$ cat config.mk
export PLATFORM = sky130hd
export DESIGN_NAME = cabr_regs
export DESIGN_NICKNAME = d
export VERILOG_FILES = /design/src/cabr_pkg.sv /design/src/cabr_regs.sv
export SDC_FILE = /design/constraint.sdc
export NUM_CORES = 1
export LEC_CHECK = 0
export BUFFER_PORTS_ARGS = -buffer_cell sky130_fd_sc_hd__buf_4
export CELL_PAD_IN_SITES_DETAIL_PLACEMENT = 0
export CELL_PAD_IN_SITES_GLOBAL_PLACEMENT = 1
export CORE_MARGIN = 5
export CORE_UTILIZATION = 40
export DETAILED_ROUTE_END_ITERATION = 12
export GPL_TIMING_DRIVEN = 0
export HOLD_SLACK_MARGIN = 0.03
export PLACE_DENSITY = 0.87
export SLEW_MARGIN = 10
export SYNTH_ARGS = -nofsm -noshare
export SYNTH_HDL_FRONTEND = slang
export SYNTH_SLANG_ARGS = --single-unit
$ cat constraint.sdc
create_clock -name ref_clk -period 3.5 [get_ports ref_clk]
set_input_delay 0.175 -clock ref_clk [delete_from_list [all_inputs] [get_ports ref_clk]]
set_output_delay 0.175 -clock ref_clk [all_outputs]
set_load 0.01 [all_outputs]
$ cat src/cabr_pkg.sv
// Shared constants for the gas amplifier and boost configuration bank.
package cabr_pkg;

    localparam int ADDR_W = 8;
    localparam int DATA_W = 8;

    // Register offsets.
    localparam logic [7:0] OFS_SWITCH_LOAD = 8'h0C;
    localparam logic [7:0] OFS_AMP_CONFIG  = 8'h0D;
    localparam logic [7:0] OFS_BOOST       = 8'h0E;

    // Reset values.
    localparam logic [7:0] RST_SWITCH_LOAD = 8'h00;
    localparam logic [7:0] RST_AMP_CONFIG  = 8'h00;
    localparam logic [7:0] RST_BOOST       = 8'hF2;
    localparam logic [3:0] RST_PEAK_CUR    = 4'hF;
    localparam logic [3:0] RST_OUT_VOLT    = 4'h2;

    // Switch and battery load register fields.
    localparam int B_OUT_RES    = 7;
    localparam int B_FB_PATH    = 6;
    localparam int B_IN_RES     = 5;
    localparam int B_REF_SW     = 4;
    localparam int B_SW_RSVD    = 3;
    localparam int F_BATT_HI    = 2;
    localparam int F_BATT_LO    = 0;

    // Amplifier register fields.
    localparam int B_REF_BUF    = 7;
    localparam int F_REF_HI     = 6;
    localparam int F_REF_LO     = 5;
    localparam int F_GAIN_HI    = 4;
    localparam int F_GAIN_LO    = 3;
    localparam int B_TEST_DIR   = 2;
    localparam int B_TEST_EN    = 1;
    localparam int B_AMP_EN     = 0;

    // Boost register fields.
    localparam int F_PEAK_HI    = 7;
    localparam int F_PEAK_LO    = 4;
    localparam int F_VOLT_HI    = 3;
    localparam int F_VOLT_LO    = 0;

    // Highest codes that are not reserved.
    localparam logic [2:0] BATT_CODE_MAX = 3'h5;
    localparam logic [3:0] VOLT_CODE_MAX = 4'h9;

    // Pin synchroniser depth and settle count before the strap is taken.
    localparam int          SYNC_STAGES  = 3;
    localparam logic [1:0]  STRAP_WAIT   = 2'h3;

    typedef enum logic [1:0] {
        CABR_STRAP_WAIT,
        CABR_STRAP_LOAD,
        CABR_STRAP_DONE
    } cabr_strap_t;

endpackage : cabr_pkg

$ cat src/cabr_regs.sv
// Configuration register bank for the gas amplifier, load and boost trims.
//
// Behaviour
// - Bit 7 inserts 100 kOhm output resistor.
// - Bit 6 connects gain-selected feedback path.
// - Bit 5 inserts 1 kOhm input resistor.
// - Bit 4 routes positive input to reference.
// - Load current codes 0-5 give 10-20 mA.
// - Amplifier bit 7 enables reference buffer.
// - Bits 6:5 pick reference 1.25-5 mV.
// - Bits 4:3 pick feedback 1100/300/500/800 kOhm.
// - Bit 2 picks test pull-down or pull-up.
// - Bit 1 enables test output on pin.
// - Bit 0 enables the gas amplifier.
// - Peak current codes map 30-500 mA, reset 15.
// - Output voltage codes 0-9 map 2.7-15 V.
// - Output voltage default taken from select pin.
// - Boost resets F2, other two reset zero.
// - Software reset keeps output voltage field.
`timescale 1ns/100ps

module cabr_regs
    import cabr_pkg::*;
#(
    parameter logic [3:0] STRAP_LOW_CODE  = RST_OUT_VOLT,
    parameter logic [3:0] STRAP_HIGH_CODE = RST_OUT_VOLT
) (
    input  wire logic              ref_clk,
    input  wire logic              rst,
    input  wire logic              reg_wr_en,
    input  wire logic              reg_rd_en,
    input  wire logic [ADDR_W-1:0] reg_addr,
    input  wire logic [DATA_W-1:0] reg_wdata,
    output logic      [DATA_W-1:0] reg_rdata,
    output logic                   reg_rd_valid,
    input  wire logic              software_register_reset,
    input  wire logic              supply_select_pin,
    output logic                   out_resistor_sel,
    output logic                   feedback_path_en,
    output logic                   input_resistor_sel,
    output logic                   ref_switch_sel,
    output logic      [2:0]        battery_load_current,
    output logic                   ref_buffer_en,
    output logic      [1:0]        gas_ref_voltage,
    output logic      [1:0]        gas_feedback_gain,
    output logic                   gas_test_direction,
    output logic                   gas_test_output_en,
    output logic                   gas_amplifier_en,
    output logic      [3:0]        boost_peak_current,
    output logic      [3:0]        boost_out_voltage,
    output logic                   strap_done,
    output logic      [4:0]        battery_load_ma,
    output logic      [12:0]       gas_ref_uv,
    output logic      [10:0]       gas_feedback_kohm,
    output logic      [8:0]        boost_peak_ma,
    output logic      [7:0]        boost_out_dv,
    output logic                   reserved_code_seen
);

    // Load current in mA; reserved codes decode to zero.
    function automatic logic [4:0] batt_ma(input logic [2:0] code);
        case (code)
            3'h0:    batt_ma = 5'h0A;
            3'h1:    batt_ma = 5'h0C;
            3'h2:    batt_ma = 5'h0E;
            3'h3:    batt_ma = 5'h10;
            3'h4:    batt_ma = 5'h12;
            3'h5:    batt_ma = 5'h14;
            default: batt_ma = 5'h00;
        endcase
    endfunction : batt_ma

    // Reference voltage in microvolts.
    function automatic logic [12:0] ref_uv(input logic [1:0] code);
        case (code)
            2'h0:    ref_uv = 13'h04E2;
            2'h1:    ref_uv = 13'h09C4;
            2'h2:    ref_uv = 13'h0EA6;
            default: ref_uv = 13'h1388;
        endcase
    endfunction : ref_uv

    // Feedback resistance in kOhm.
    function automatic logic [10:0] fb_kohm(input logic [1:0] code);
        case (code)
            2'h0:    fb_kohm = 11'h44C;
            2'h1:    fb_kohm = 11'h12C;
            2'h2:    fb_kohm = 11'h1F4;
            default: fb_kohm = 11'h320;
        endcase
    endfunction : fb_kohm

    // Inductor peak current in mA.
    function automatic logic [8:0] peak_ma(input logic [3:0] code);
        case (code)
            4'h0:    peak_ma = 9'h01E;
            4'h1:    peak_ma = 9'h028;
            4'h2:    peak_ma = 9'h032;
            4'h3:    peak_ma = 9'h03C;
            4'h4:    peak_ma = 9'h050;
            4'h5:    peak_ma = 9'h064;
            4'h6:    peak_ma = 9'h082;
            4'h7:    peak_ma = 9'h0A0;
            4'h8:    peak_ma = 9'h0C8;
            4'h9:    peak_ma = 9'h0F0;
            4'hA:    peak_ma = 9'h118;
            4'hB:    peak_ma = 9'h140;
            4'hC:    peak_ma = 9'h168;
            4'hD:    peak_ma = 9'h190;
            4'hE:    peak_ma = 9'h1C2;
            default: peak_ma = 9'h1F4;
        endcase
    endfunction : peak_ma

    // Boost output in tenths of a volt; reserved codes decode to zero.
    function automatic logic [7:0] volt_dv(input logic [3:0] code);
        case (code)
            4'h0:    volt_dv = 8'h1B;
            4'h1:    volt_dv = 8'h26;
            4'h2:    volt_dv = 8'h2F;
            4'h3:    volt_dv = 8'h3C;
            4'h4:    volt_dv = 8'h5A;
            4'h5:    volt_dv = 8'h64;
            4'h6:    volt_dv = 8'h69;
            4'h7:    volt_dv = 8'h6E;
            4'h8:    volt_dv = 8'h73;
            4'h9:    volt_dv = 8'h96;
            default: volt_dv = 8'h00;
        endcase
    endfunction : volt_dv

    logic [SYNC_STAGES-1:0] pin_sync;
    logic                   pin_level;
    logic [1:0]             strap_cnt;
    cabr_strap_t            strap_state;
    logic                   wr_switch;
    logic                   wr_amp;
    logic                   wr_boost;
    logic [DATA_W-1:0]      next_rdata;

    assign wr_switch = reg_wr_en && (reg_addr == OFS_SWITCH_LOAD);
    assign wr_amp    = reg_wr_en && (reg_addr == OFS_AMP_CONFIG);
    assign wr_boost  = reg_wr_en && (reg_addr == OFS_BOOST);

    // The select pin is asynchronous and passes a three-stage chain.
    always_ff @(posedge ref_clk) begin
        if (rst) begin
            pin_sync <= '0;
        end else begin
            pin_sync <= {pin_sync[SYNC_STAGES-2:0], supply_select_pin};
        end
    end

    // A level counts once the two late stages agree, which also filters a
    // single-cycle glitch at the cost of one more cycle of latency.
    always_ff @(posedge ref_clk) begin
        if (rst) begin
            pin_level <= 1'b0;
        end else if (pin_sync[SYNC_STAGES-1] == pin_sync[SYNC_STAGES-2]) begin
            pin_level <= pin_sync[SYNC_STAGES-1];
        end
    end

    // Strap capture runs once after each hard reset, after the synchroniser
    // has had time to fill; a software reset does not repeat it.
    always_ff @(posedge ref_clk) begin
        if (rst) begin
            strap_state <= CABR_STRAP_WAIT;
            strap_cnt   <= '0;
            strap_done  <= 1'b0;
        end else begin
            case (strap_state)
                CABR_STRAP_WAIT: begin
                    strap_cnt <= strap_cnt + 2'h1;
                    if (strap_cnt == STRAP_WAIT) begin
                        strap_state <= CABR_STRAP_LOAD;
                    end
                end
                CABR_STRAP_LOAD: begin
                    strap_state <= CABR_STRAP_DONE;
                    strap_done  <= 1'b1;
                end
                default: begin
                    strap_state <= CABR_STRAP_DONE;
                end
            endcase
        end
    end

    // Switch and battery load register.
    always_ff @(posedge ref_clk) begin
        if (rst || software_register_reset) begin
            out_resistor_sel     <= RST_SWITCH_LOAD[B_OUT_RES];
            feedback_path_en     <= RST_SWITCH_LOAD[B_FB_PATH];
            input_resistor_sel   <= RST_SWITCH_LOAD[B_IN_RES];
            ref_switch_sel       <= RST_SWITCH_LOAD[B_REF_SW];
            battery_load_current <= RST_SWITCH_LOAD[F_BATT_HI:F_BATT_LO];
        end else if (wr_switch) begin
            out_resistor_sel     <= reg_wdata[B_OUT_RES];
            feedback_path_en     <= reg_wdata[B_FB_PATH];
            input_resistor_sel   <= reg_wdata[B_IN_RES];
            ref_switch_sel       <= reg_wdata[B_REF_SW];
            battery_load_current <= reg_wdata[F_BATT_HI:F_BATT_LO];
        end
    end

    // Amplifier configuration register.
    always_ff @(posedge ref_clk) begin
        if (rst || software_register_reset) begin
            ref_buffer_en      <= RST_AMP_CONFIG[B_REF_BUF];
            gas_ref_voltage    <= RST_AMP_CONFIG[F_REF_HI:F_REF_LO];
            gas_feedback_gain  <= RST_AMP_CONFIG[F_GAIN_HI:F_GAIN_LO];
            gas_test_direction <= RST_AMP_CONFIG[B_TEST_DIR];
            gas_test_output_en <= RST_AMP_CONFIG[B_TEST_EN];
            gas_amplifier_en   <= RST_AMP_CONFIG[B_AMP_EN];
        end else if (wr_amp) begin
            ref_buffer_en      <= reg_wdata[B_REF_BUF];
            gas_ref_voltage    <= reg_wdata[F_REF_HI:F_REF_LO];
            gas_feedback_gain  <= reg_wdata[F_GAIN_HI:F_GAIN_LO];
            gas_test_direction <= reg_wdata[B_TEST_DIR];
            gas_test_output_en <= reg_wdata[B_TEST_EN];
            gas_amplifier_en   <= reg_wdata[B_AMP_EN];
        end
    end

    // Boost peak current field.
    always_ff @(posedge ref_clk) begin
        if (rst || software_register_reset) begin
            boost_peak_current <= RST_PEAK_CUR;
        end else if (wr_boost) begin
            boost_peak_current <= reg_wdata[F_PEAK_HI:F_PEAK_LO];
        end
    end

    // Boost output voltage field. A software reset leaves it alone because
    // reloading it could step the boost rail under a running system.
    always_ff @(posedge ref_clk) begin
        if (rst) begin
            boost_out_voltage <= RST_OUT_VOLT;
        end else if (strap_state == CABR_STRAP_LOAD) begin
            boost_out_voltage <= pin_level ? STRAP_HIGH_CODE
                                           : STRAP_LOW_CODE;
        end else if (wr_boost && !software_register_reset) begin
            boost_out_voltage <= reg_wdata[F_VOLT_HI:F_VOLT_LO];
        end
    end

    // Read mux; unmapped offsets and reserved bits read as zero.
    always_comb begin
        next_rdata = '0;
        if (reg_addr == OFS_SWITCH_LOAD) begin
            next_rdata[B_OUT_RES]           = out_resistor_sel;
            next_rdata[B_FB_PATH]           = feedback_path_en;
            next_rdata[B_IN_RES]            = input_resistor_sel;
            next_rdata[B_REF_SW]            = ref_switch_sel;
            next_rdata[B_SW_RSVD]           = 1'b0;
            next_rdata[F_BATT_HI:F_BATT_LO] = battery_load_current;
        end else if (reg_addr == OFS_AMP_CONFIG) begin
            next_rdata[B_REF_BUF]           = ref_buffer_en;
            next_rdata[F_REF_HI:F_REF_LO]   = gas_ref_voltage;
            next_rdata[F_GAIN_HI:F_GAIN_LO] = gas_feedback_gain;
            next_rdata[B_TEST_DIR]          = gas_test_direction;
            next_rdata[B_TEST_EN]           = gas_test_output_en;
            next_rdata[B_AMP_EN]            = gas_amplifier_en;
        end else if (reg_addr == OFS_BOOST) begin
            next_rdata[F_PEAK_HI:F_PEAK_LO] = boost_peak_current;
            next_rdata[F_VOLT_HI:F_VOLT_LO] = boost_out_voltage;
        end
    end

    // Read data is held until the next read so a slow serial shifter can
    // pick it up at leisure.
    always_ff @(posedge ref_clk) begin
        if (rst) begin
            reg_rdata <= '0;
        end else if (reg_rd_en) begin
            reg_rdata <= next_rdata;
        end
    end

    // Read valid is a one-cycle pulse beside the captured byte.
    always_ff @(posedge ref_clk) begin
        if (rst) begin
            reg_rd_valid <= 1'b0;
        end else begin
            reg_rd_valid <= reg_rd_en;
        end
    end

    // Physical decode of each trim, one cycle behind its field; the extra
    // stage keeps the lookup tables away from the output pins.
    always_ff @(posedge ref_clk) begin
        if (rst) begin
            battery_load_ma <= '0;
        end else begin
            battery_load_ma <= batt_ma(battery_load_current);
        end
    end

    always_ff @(posedge ref_clk) begin
        if (rst) begin
            gas_ref_uv <= '0;
        end else begin
            gas_ref_uv <= ref_uv(gas_ref_voltage);
        end
    end

    always_ff @(posedge ref_clk) begin
        if (rst) begin
            gas_feedback_kohm <= '0;
        end else begin
            gas_feedback_kohm <= fb_kohm(gas_feedback_gain);
        end
    end

    always_ff @(posedge ref_clk) begin
        if (rst) begin
            boost_peak_ma <= '0;
        end else begin
            boost_peak_ma <= peak_ma(boost_peak_current);
        end
    end

    always_ff @(posedge ref_clk) begin
        if (rst) begin
            boost_out_dv <= '0;
        end else begin
            boost_out_dv <= volt_dv(boost_out_voltage);
        end
    end

    // Flags a reserved code so a careless host write is visible.
    always_ff @(posedge ref_clk) begin
        if (rst) begin
            reserved_code_seen <= 1'b0;
        end else begin
            reserved_code_seen <= (battery_load_current > BATT_CODE_MAX) ||
                                  (boost_out_voltage > VOLT_CODE_MAX);
        end
    end

endmodule : cabr_regs

Word-level counts from Yosys, hierarchy flattened
Memory sizes are Yosys's and may differ from the RTL's. A register that Yosys moved wholly into a read port is not among the register bits.
Cells that the tools add are included.
{"block": "op_classes", "add_sub_neg": 1, "n_mul": 0, "n_div": 0, "n_lt_le_gt_ge": 2, "n_eq_ne": 15, "shifts": 0, "mux": 8, "bitwise_logic": 1, "n_reduce_logical": 13}
{"operator": "13-bit case mux with 3 select lines", "n": 1}
{"operator": "11-bit case mux with 3 select lines", "n": 1}
{"operator": "5-bit case mux with 6 select lines", "n": 1}
{"operator": "8-bit by 4-bit == test with 1-bit output (second input constant)", "n": 3}
{"operator": "8-bit 2-to-1 mux", "n": 3}
{"operator": "2-bit by 1-bit == test with 1-bit output (second input constant)", "n": 3}
{"operator": "2-bit == test (second input constant)", "n": 3}
{"operator": "3-bit by 2-bit == test with 1-bit output (second input constant)", "n": 2}
{"operator": "3-bit == test (second input constant)", "n": 2}
{"operator": "2-bit zero test", "n": 3}
{"operator": "4-bit greater-than comparator (second input constant)", "n": 1}
{"operator": "1-bit logical AND", "n": 4}
{"operator": "2-bit 2-to-1 mux", "n": 2}
{"operator": "2-bit OR reduction", "n": 2}
{"operator": "3-bit by 1-bit == test with 1-bit output (second input constant)", "n": 1}
{"operator": "3-bit greater-than comparator (second input constant)", "n": 1}
{"operator": "3-bit zero test", "n": 1}
{"operator": "2-bit by 1-bit adder with 2-bit output (second input constant)", "n": 1}
{"operator": "1-bit logical OR", "n": 2}
{"operator": "2-bit != test (second input constant)", "n": 1}
{"operator": "1-bit zero test", "n": 1}
{"operator": "1-bit NOT", "n": 1}
{"block": "totals", "register_bits": 76, "latch_bits": 0, "mem_bits_rw": 0, "rom_bits": 256, "out_inout_bits": 80, "memories": 2}
{"name": "(no name shown)", "words": 16, "width": 8, "rd": 1, "rd_ports_with_merged_regs": 1, "wr": 0, "line_no": "cabr_regs.sv:117", "source": "case (code)"}
{"name": "(no name shown)", "words": 16, "width": 8, "rd": 1, "rd_ports_with_merged_regs": 1, "wr": 0, "line_no": "cabr_regs.sv:95", "source": "case (code)"}

Depth between registers and ports, before layout
Gate-level depths: netlist of run 1.
{"block": "logic_depth", "word_depth": 4, "ltp_mapped": 5, "mapped_depth_nobuf": 5}

Worst setup path after synthesis of run 1
Ideal clock, no wire load.
{"block": "synth_path", "path_kind": "flip-flop to flip-flop", "from": "register boost_peak_current[0]", "to": "register boost_peak_ma[4]", "setup_ns": 0.132, "arrival_ns": 1.505, "required_ns": 3.368, "slack_ns": 1.863, "stages_incl_launch_ff": 6, "n_path_buf": 0, "cell_sequence": "dfxtp_1 inv_1 ha_1 or2_2 a32oi_1 a21oi_1"}
{"item": "start: declaration", "line_no": "cabr_regs.sv:49", "source": "output logic [3:0] boost_peak_current,"}
{"item": "start signal: assignment", "line_no": "cabr_regs.sv:231", "source": "boost_peak_current <= reg_wdata[F_PEAK_HI:F_PEAK_LO];"}
{"item": "end: declaration", "line_no": "cabr_regs.sv:55", "source": "output logic [8:0] boost_peak_ma,"}

==> results of run 1 <==
[worst register-to-register path, delay by kind of cell (launching register included)]
family / cells / cell delay (ns)
AOI/OAI and AO/OA: 2 / 0.29
buffers and inverters: 1 / 0.22
adders and majority gates: 1 / 0.34
DFF: 1 / 0.57
and+or+nand+nor: 1 / 0.29
[cells in the final DEF (no fill, tap or decap), types with 3 or more instances in the layout]
cell       instances
dfxtp_1           72
buf_1              3
buf_2              8
nand4_1           19
a21o_1             3
o31ai_1           18
conb_1             6
a2bb2oi_1          7
nor2b_1            8
nor2_1            34
inv_1             16
clkbuf_8           9
nor3_1             5
ha_1              17
o21ai_0            5
nand3_1            4
o32ai_1            7
nand2b_1           3
mux2i_1           13
clkbuf_1          16
or2_2              5
buf_4            106
a211oi_1           4
nand2_1            9
a21oi_1           32
[worst max-delay path by stage]
stage / startpoint / slack [ns] / end
final: boost_peak_current[1]$_SDFFE_PP1P_ / 1.66 / boost_peak_ma[4]$_SDFF_PP0_
after CTS: boost_peak_current[1]$_SDFFE_PP1P_ / 1.64 / boost_peak_ma[4]$_SDFF_PP0_
after floorplan: boost_peak_current[0]$_SDFFE_PP1P_ / 1.86 / boost_peak_ma[4]$_SDFF_PP0_
after global routing: boost_peak_current[1]$_SDFFE_PP1P_ / 1.50 / boost_peak_ma[4]$_SDFF_PP0_
after detailed placement: boost_peak_current[1]$_SDFFE_PP1P_ / 1.65 / boost_peak_ma[4]$_SDFF_PP0_
after global placement: boost_peak_current[1]$_SDFFE_PP1P_ / 1.69 / boost_peak_ma[4]$_SDFF_PP0_
[where the power goes]
part           internal (W)  total, W  switching (W)
logic             0.0000659  0.000146      0.0000801
registers          0.000839  0.000848     0.00000834
clock network      0.000263  0.000589       0.000326
total               0.00117   0.00158       0.000414
[state kept, by name (all words and copies together), names as in the netlist, 2 cells and up]
| name | cells |
|---|---|
| boost_peak_ma | 8 |
| reg_rdata | 8 |
| boost_peak_current | 4 |
| battery_load_current | 3 |
| boost_out_dv | 8 |
| gas_ref_voltage | 2 |
| gas_feedback_gain | 2 |
| battery_load_ma | 4 |
| strap_state | 2 |
| gas_ref_uv | 7 |
| strap_cnt | 2 |
| gas_feedback_kohm | 7 |
| boost_out_voltage | 4 |
[metal layers]
layer | vias up | share of wire (%) | wire (um)
met4 | 0 | 1.7 | 148
met3 | 12 | 8.1 | 707
met1 | 1348 | 45 | 3960
met5 | - | 0 | 0
li1 | 1449 | - | -
met2 | 120 | 45 | 3900
[layout make-up]
cell class                      instances  area, um2
Timing Repair Buffer                   93        698
Multi-Input combinational cell        228       1550
Inverter                               16       60.1
Clock inverter                          7       55.1
Sequential cell                        72       1440
Fill cell                             743       3540
Buffer                                 40        209
Clock buffer                            9        124
Tap cell                              102        128
[synth_stat cells, drive strengths merged (2+ instances only)]
| cell type | n |
|---|---|
| nor3 | 5 |
| buf | 24 |
| o21ai | 5 |
| mux2i | 13 |
| clkbuf | 16 |
| nand2b | 3 |
| nand3b | 2 |
| or2 | 6 |
| a21oi | 32 |
| nor3b | 3 |
| o31ai | 18 |
| inv | 16 |
| nand3 | 4 |
| a211oi | 4 |
| and3 | 2 |
| and3b | 2 |
| a21o | 3 |
| and4bb | 2 |
| nor2b | 8 |
| nor2 | 34 |
| nand4bb | 2 |
| o32ai | 7 |
| nand2 | 9 |
| nand4 | 19 |
| a2bb2oi | 7 |
| ha | 17 |
| dfxtp | 72 |
[per-stage QoR]
stage / hold slack [ns] / std cells / setup slack (ns) / total power (W) / area (um2)
2_1_floorplan: 0.327 / 356 / 1.86 / 0.000947 / 3260
4_1_cts: 0.107 / 567 / 1.64 / 0.00160 / 4260
6_report: 0.124 / 567 / 1.66 / 0.00158 / 4260
5_1_grt: 0.112 / 567 / 1.50 / 0.00165 / 4260
3_5_place_dp: 0.465 / 551 / 1.65 / 0.00101 / 4080
3_3_place_gp: 0.458 / 551 / 1.69 / 0.00101 / 4080
[cells by family (layout without fill, tap and decap cells)]
kind of cell | after synthesis | count (layout)
AND/OR/NAND/NOR | 106 | 106
multiplexers | 14 | 14
flip-flops | 72 | 72
other | 1 | 6
buffers and inverters | 56 | 165
adder cells (fa/ha/maj) | 17 | 17
XOR/XNOR | 1 | 1
AO/OA/AOI/OAI | 84 | 84
==> reports/qor.yml, run 1 <==
status:
  status: "complete, no violations"
cts:
  cts.htree.levels: 3
  ctsHoldBuffers: 0
  clk_path_buf_depth: 2
  cts_resized: 0
  path_clk_slew_ns: 0.08
  insertion_delay_ns: 0.33
  post-cts-setup-buffer-count: 0
  cts_tree: "built"
  cts_buffers: 9
  cts.sinks: 72
  cts_root_buf: "clkbuf_8"
grt:
  use_met2_pct: 26.0
  grt_busiest_layer: "met2"
  grt_pass1_wl_um: 13800
  antenna_found_initial: 0
  grt_max_degree: 15
  use_met1_pct: 23.9
  grt_pass1_vias: 2814
  grt.total_usage_pct: 17.3
  grt_overflow: 0
  use_met3_pct: 3.54
critical_path:
  cp_slowest_cell: "dfxtp_1"
  crit_cells: 5
  endpoint_kind: "flip-flop"
  reg2reg_from: "boost_peak_current[1]$_SDFFE_PP1P_"
  critPathArrivalTime_ns: 2.05
  reg2reg_slack_ns: 1.66
  cp_cell_sequence: "inv_1 > ha_1 > or2_2 > a32oi_1 > a21oi_1"
  worstRegToRegCells: 5
  worst-path-max-fanout: 11
  startpoint_type: "flip-flop"
  cp_top_family: "flip-flops"
  reg2reg_to: "boost_peak_ma[4]$_SDFF_PP0_"
  cp.required_ns: 3.70
  cpPeakStageDelay_ns: 0.57
  crit_type: "flip-flop to flip-flop"
  crit_buf_inv: 1
yosys:
  synth_compound_area_share_pct: 17.3
  ys_seq_elements: 72
  synth_edf_count: 0
  synthSimpleGateAreaFrac_pct: 18.2
  syn_inst: 351
  async_flop_share_pct: 0
  ys.warnings.count: 0
  synth_top_family_by_area: "simple AND/OR/NAND/NOR gates"
  synth_xor_area_share_pct: 0.270
  synth_fa_ha_area_share_pct: 6.57
  ys_seq_area_share_pct: 44.5
  synth.area.mux_share_pct: 4.71
  synth_largest_area_cell: "dfxtp_1"
  syn_area_per_cell_um2: 9.23
  yosysTopAreaCellShare_pct: 44.5
  synth.distinct_cells: 47
  ys.flop_type: "dfxtp_1"
  yosys-top-cells-area: "dfxtp_1, ha_1, a21oi_1"
  netlist_area_mm2: 0.00324
power_and_ir_drop:
  power_density_mw_per_mm2: 371
  p_leak_nw: 1.88
  ir_drop_mv: 0.181
die:
  fp-row-count: 32
  die_h_um: 100
  core_mm2: 0.00781
  ios: 102
  die-area_mm2: 0.0100
  die_w_um: 100
  initial_core_util_pct: 41.5
sta:
  hold_violations: 0
  timing.slew.headroom_pct: 66.1
  maxSlewViolCount: 0
  period_needed_ns: 1.84
  fin_worst_skew_ns: 0.00443
  setup_tns_ns: 0
  period_share_pct: 52.7
  max_freq_mhz: 542
  rsz0062_at_grt: "false"
  worstMarginPinSlew_ns: 0.509
  setup_violations: 0
job:
  cap_viol_max_count: 0
route:
  wl_um: 8720
  drt-vias-per-instance: 5.17
  drtPass1Iterations: 4
  avgRoutedWirePerCell_um: 15.4
  drtIter0Drc: 128
  vias: 2929
  drc: 0
  antenna_left: 0
placed_design:
  hpwl_um: 6570
  io_buffers: 93
  gp_congestion: 0.864
final_layout:
  final_layout_size_suffix_gt1_share_pct: 29.9
  postLayoutCoreUtil_pct: 54.6
  final_nets: 499
  synthToLayoutAreaGrowth_pct: 31.6
  antenna-diode-count: 0
min_path:
  hold_start: "reg_wdata[7]"
  hold_end: "boost_peak_current[3]$_SDFFE_PP1P_"
  min_path_cells: 3
  hold_class: "primary input to flip-flop"
Power figures use the tool's default switching activity.
==> inputs of run 2 (changes only) <==
--- a/config.mk
+++ b/config.mk
@@ -5,15 +5,16 @@
 export SDC_FILE = /design/constraint.sdc
 export NUM_CORES = 1
 export LEC_CHECK = 0
+export ABC_AREA = 1
 export BUFFER_PORTS_ARGS = -buffer_cell sky130_fd_sc_hd__buf_4
 export CELL_PAD_IN_SITES_DETAIL_PLACEMENT = 0
 export CELL_PAD_IN_SITES_GLOBAL_PLACEMENT = 1
 export CORE_MARGIN = 5
-export CORE_UTILIZATION = 40
+export CORE_UTILIZATION = 36
 export DETAILED_ROUTE_END_ITERATION = 12
 export GPL_TIMING_DRIVEN = 0
 export HOLD_SLACK_MARGIN = 0.03
-export PLACE_DENSITY = 0.87
+export PLACE_DENSITY = 0.82
 export SLEW_MARGIN = 10
 export SYNTH_ARGS = -nofsm -noshare
 export SYNTH_HDL_FRONTEND = slang
==> constraint.sdc (replaced) <==
create_clock -name ref_clk -period 1.9 [get_ports ref_clk]
set_input_delay 0.095 -clock ref_clk [delete_from_list [all_inputs] [get_ports ref_clk]]
set_output_delay 0.095 -clock ref_clk [all_outputs]
set_load 0.01 [all_outputs]
==> run 2 against run 1 <==
  * Flip-flop and latch count is the same
  * Clock skew grew 0.0022 ns
  * Synthesized cell count grew 7.4%
  * Critical path depth is the same
  * Sequential share of layout area grew 0.83 points
  * Global-route usage shrank 1.8 points
  * Worst setup slack lost 1.2 ns
==> reports/qor.yml, run 2 <==
final_layout:
  final_cell_mix: "buf_4, dfxtp_1, nand2_1, inv_1, a21oi_1"
  layout_commonest_cell: "buf_4"
  postLayoutCoreUtil_pct: 50.4
  antenna-diode-count: 0
  final_nets: 533
  final_layout_size_suffix_gt1_share_pct: 27.7
  largest_registers: "boost_out_dv x8, boost_peak_ma x8, reg_rdata x8"
  nFillCells: 794
  regArea_mm2: 0.00144
  finalNonFillerCells: 603
  multi_input_area_mm2: 0.00131
  synthToLayoutAreaGrowth_pct: 35.9
yosys:
  ys_seq_area_share_pct: 47.1
  yosysTopAreaCellShare_pct: 47.1
  ys_seq_elements: 72
  syn_area_per_cell_um2: 8.12
  netlist_area_mm2: 0.00306
  synth.distinct_cells: 29
  ys.warnings.count: 0
  synth_edf_count: 0
  async_flop_share_pct: 0
  synth_most_common_cell: "dfxtp_1"
  syn_inst: 377
  ys.flop_type: "dfxtp_1"
  yosys-top-cells-area: "dfxtp_1, a21oi_1, ha_1"
  synth_largest_area_cell: "dfxtp_1"
  synth_top_cells_by_count: "dfxtp_1, nand2_1, inv_1, a21oi_1, nor2_1"
sta:
  fin_worst_skew_ns: 0.00665
  period_share_pct: 77.1
  setup_slack_ns: 0.436
  hold_violations: 0
  max_freq_mhz: 683
  timing.slew.headroom_pct: 57.0
  period_needed_ns: 1.46
  maxSlewViolCount: 0
  rsz0062_at_grt: "false"
  worstMarginPinSlew_ns: 0.645
  setup_tns_ns: 0
  setup_violations: 0
route:
  antenna_left: 0
  drc: 0
  drtIter0Drc: 120
  vias: 2755
  drtPass1Iterations: 4
  wl_um: 7920
  avgRoutedWirePerCell_um: 13.1
  drt-vias-per-instance: 4.57
placed_design:
  dp.cells: 580
  gp_congestion: 0.865
  hpwl_um: 6210
  dp_slack_ns: 0.439
  io_buffers: 93
grt:
  grt_pass1_vias: 2599
  grt_busiest_layer: "met2"
  grt_pass1_wl_um: 12500
  grt.total_usage_pct: 15.5
  use_met2_pct: 24.5
  use_met3_pct: 3.96
  use_met1_pct: 19.9
  antenna_found_initial: 0
  grt_max_degree: 13
  grt_overflow: 0
cts:
  post-cts-setup-buffer-count: 0
  cts_tree: "built"
  cts.htree.levels: 3
  cts_buffers: 9
  cts_root_buf: "clkbuf_8"
  path_clk_slew_ns: 0.08
  ctsHoldBuffers: 8
  cts.sinks: 72
  clk_path_buf_depth: 2
  insertion_delay_ns: 0.34
  cts_resized: 0
status:
  status: "complete, no violations"
power_and_ir_drop:
  power_density_mw_per_mm2: 691
  p_total_w: 0.00287
  ir_drop_mv: 0.303
  p_leak_nw: 2.00
min_path:
  hold_class: "primary input to flip-flop"
critical_path:
  critPathArrivalTime_ns: 1.73
  crit_type: "flip-flop to flip-flop"
  worst-path-max-fanout: 8
  cp.required_ns: 2.17
  startpoint_type: "flip-flop"
  endpoint_kind: "flip-flop"
die:
  die_w_um: 102
  fp-row-count: 33
  core_mm2: 0.00826
  ios: 102
  die_h_um: 102
  initial_core_util_pct: 37.1
  die-area_mm2: 0.0104
job:
  cap_viol_max_count: 0
run 2: cell type report:
| class | count | area share (%) |
|---|---|---|
| Clock inverter | 5 | 0.812 |
| Clock buffer | 10 | 3.31 |
| Sequential cell | 72 | 34.6 |
| Timing Repair Buffer | 101 | 18.7 |
| Multi-Input combinational cell | 240 | 31.5 |
| Inverter | 47 | 4.24 |
| Tap cell | 105 | 3.16 |
| Buffer | 23 | 3.58 |
run 2: logic make-up after synthesis:
group	count (synthesis)	share of synthesized area [%]
AO/OA/AOI/OAI	84	14.9
AND/OR/NAND/NOR	133	20.3
flip-flops	72	47.1
other	1	0.123
buffers and inverters	70	10.6
adder cells (fa/ha/maj)	17	6.95
run 2: where the power goes:
part	switching (W)	internal (W)	leakage, nW
registers	0.0000161	0.00155	0.589
clock network	0.000554	0.000499	0.0841
logic	0.000137	0.000120	1.32
total	0.000707	0.00217	2.00
run 2: routing by layer:
layer  share of wire, %  up-vias
met2                 46       91
met1                 44     1227
met3                8.2       10
met5                  0        -
met4                1.9        0
li1                   -     1427
run 2: worst paths after layout:
check / endpoint / slack, ns / depth (start not counted) / from
worst max-delay path: boost_peak_ma[5]$_SDFF_PP0_ / 0.44 / 5 / boost_peak_current[0]$_SDFFE_PP1P_
worst min-delay path: boost_out_voltage[1]$_SDFFE_PP1P_ / 0.09 / 4 / software_register_reset
worst max register to register: boost_peak_ma[5]$_SDFF_PP0_ / 0.44 / 5 / boost_peak_current[0]$_SDFFE_PP1P_
worst min register to register: reg_rdata[1]$_SDFFE_PP0P_ / 0.47 / 2 / reg_rdata[1]$_SDFFE_PP0P_
run 2: critical path: stages (launching register included):
cell and delay, ns:
dfxtp_1 0.50, inv_1 0.20, ha_1 0.34, a21oi_1 0.13, o21ai_0 0.09, a21oi_1 0.13
run 2: through the flow:
step	instance area [um2]	hold slack (ns)
2_1_floorplan	3080	0.225
4_1_cts	4160	0.0797
3_3_place_gp	3910	0.335
5_1_grt	4160	0.100
3_5_place_dp	3910	0.334
6_report	4160	0.0878
==> inputs of run 3 (changes only) <==
--- a/config.mk
+++ b/config.mk
@@ -5,16 +5,16 @@
 export SDC_FILE = /design/constraint.sdc
 export NUM_CORES = 1
 export LEC_CHECK = 0
-export ABC_AREA = 1
+export ABC_AREA = 0
 export BUFFER_PORTS_ARGS = -buffer_cell sky130_fd_sc_hd__buf_4
 export CELL_PAD_IN_SITES_DETAIL_PLACEMENT = 0
 export CELL_PAD_IN_SITES_GLOBAL_PLACEMENT = 1
 export CORE_MARGIN = 5
-export CORE_UTILIZATION = 36
+export CORE_UTILIZATION = 37
 export DETAILED_ROUTE_END_ITERATION = 12
 export GPL_TIMING_DRIVEN = 0
 export HOLD_SLACK_MARGIN = 0.03
-export PLACE_DENSITY = 0.82
+export PLACE_DENSITY = 0.81
 export SLEW_MARGIN = 10
 export SYNTH_ARGS = -nofsm -noshare
 export SYNTH_HDL_FRONTEND = slang
==> constraint.sdc (replaced) <==
create_clock -name ref_clk -period 1.4 [get_ports ref_clk]
set_input_delay 0.07 -clock ref_clk [delete_from_list [all_inputs] [get_ports ref_clk]]
set_output_delay 0.07 -clock ref_clk [all_outputs]
set_load 0.01 [all_outputs]
==> run 3 against run 2 <==
  * Sequential power increased by 35%
  * Critical path depth unchanged
  * Wire length increased by 13%
  * Flip-flop and latch count unchanged
  * Fmax increased by 8.2%
==> reports/qor.yml, run 3 (synthesis results as in run 1) <==
min_path:
  hold_class: "primary input to flip-flop"
final_layout:
  final_nets: 509
  layout_commonest_cell: "buf_4"
  postLayoutCoreUtil_pct: 50.9
  antenna-diode-count: 0
  final_cell_mix: "buf_4, dfxtp_1, nor2_1, a21oi_1, nand4_1"
  final_layout_size_suffix_gt1_share_pct: 31.6
  synthToLayoutAreaGrowth_pct: 35.8
  largest_registers: "boost_out_dv x8, boost_peak_ma x8, reg_rdata x8"
sta:
  period_share_pct: 96.7
  period_needed_ns: 1.35
  maxSlewViolCount: 0
  fin_worst_skew_ns: 0.0109
  rsz0062_at_grt: "true"
  timing.slew.headroom_pct: 64.5
  max_freq_mhz: 739
  timing.hold.ws_ns: 0.0533
  worstMarginPinSlew_ns: 0.530
  setup_tns_ns: 0
  setup_violations: 0
  hold_violations: 0
route:
  drtIter0Drc: 151
  drt-vias-per-instance: 5.01
  drc: 0
  drtPass1Iterations: 4
  antenna_left: 0
  vias: 2922
  wl_um: 8960
  avgRoutedWirePerCell_um: 15.4
placed_design:
  hpwl_um: 6680
  io_buffers: 93
  gp_congestion: 0.813
die:
  die_h_um: 104
  core_mm2: 0.00864
  die_w_um: 104
  ios: 102
  die-area_mm2: 0.0107
  fp-row-count: 34
  initial_core_util_pct: 37.5
critical_path:
  crit_type: "flip-flop to flip-flop"
  cp.required_ns: 1.60
  worst-path-max-fanout: 7
  cp_slowest_cell: "dfxtp_4"
  critPathArrivalTime_ns: 1.55
  cpPeakStageDelay_ns: 0.36
  startpoint_type: "flip-flop"
  cp_cell_sequence: "inv_4 > ha_4 > or2_2 > a32oi_1 > a21oi_1"
  endpoint_kind: "flip-flop"
power_and_ir_drop:
  p_leak_nw: 1.93
  p_total_w: 0.00396
  clkPwrFrac_pct: 36.9
  ir_drop_mv: 0.383
  netSwitchingPower_w: 0.000996
  power_density_mw_per_mm2: 899
  internal_power_w: 0.00296
  pwr-share-comb_pct: 9.7
  switching_share_pct: 25.2
  seqPwrFrac_pct: 53.4
cts:
  cts_buffers: 9
  insertion_delay_ns: 0.34
  cts.htree.levels: 3
  cts_root_buf: "clkbuf_8"
  path_clk_slew_ns: 0.08
  cts.sinks: 72
  clk_path_buf_depth: 2
  cts_tree: "built"
grt:
  antenna_found_initial: 0
  grt.total_usage_pct: 16.4
  grt_pass1_vias: 2782
  grt_overflow: 0
  grt_max_degree: 13
  grt_pass1_wl_um: 14500
status:
  status: "complete, no violations"
job:
  cap_viol_max_count: 0
run 3: area by class of cell:
cell class | instances | area [um2]
timing repair buffer | 103 | 797
inverter | 16 | 65.1
buffer | 40 | 213
clock inverter | 5 | 30.0
sequential | 72 | 1460
multi-input combinational | 228 | 1560
clock buffer | 11 | 141
tap | 108 | 135
fill | 836 | 4240
run 3: worst max-delay path: cells and delay by family (launching register included):
family,cells,cell delay (ns)
adder cells (fa/ha/maj),1,0.21
AND/OR/NAND/NOR,1,0.29
buffers and inverters,1,0.10
flip-flops,1,0.36
AO/OA/AOI/OAI,2,0.26
run 3: layer usage:
layer  track usage, %  share of wire [%]  up-vias
met2             25.8                 46       95
met5                0                  0        -
met1             21.9                 46     1341
li1                 -                  -     1475
met4             6.19                1.6        0
met3             3.48                5.7       11
run 3: power groups by stage:
stage                     clock [W]  sequential [W]  combinational [W]
after floorplan                   0         0.00218           0.000184
after global placement            0         0.00216           0.000362
after detailed placement          0         0.00216           0.000367
after CTS                   0.00149         0.00212           0.000386
after global routing        0.00160         0.00212           0.000422
final                       0.00146         0.00211           0.000386
run 3: path summary, 6_finish.rpt:
path,from,end,slack [ns],depth (start not counted)
max,boost_peak_current[0]$_SDFFE_PP1P_,boost_peak_ma[4]$_SDFF_PP0_,0.05,5
min,reg_rd_en,reg_rdata[1]$_SDFFE_PP0P_,0.05,2
max reg2reg,boost_peak_current[0]$_SDFFE_PP1P_,boost_peak_ma[4]$_SDFF_PP0_,0.05,5
min reg2reg,reg_rdata[4]$_SDFFE_PP0P_,reg_rdata[4]$_SDFFE_PP0P_,0.48,2
run 3: per-stage QoR:
stage | cells | worst slack, ns | cell area, um2
detailed placement | 557 | -0.0958 | 4100
finish | 583 | 0.0464 | 4400
CTS | 583 | -0.0194 | 4370
global placement | 557 | -0.0929 | 4100
global route | 583 | -0.0255 | 4400
floorplan | 356 | 0.00684 | 3270
run 3: repair_timing:
action	CTS	global route
hold buffers	8	0
gates resized for setup	2	10
hold endpoints to repair	22	0
pin swaps	0	0
setup endpoints to repair	5	10
buffers inserted	2	0
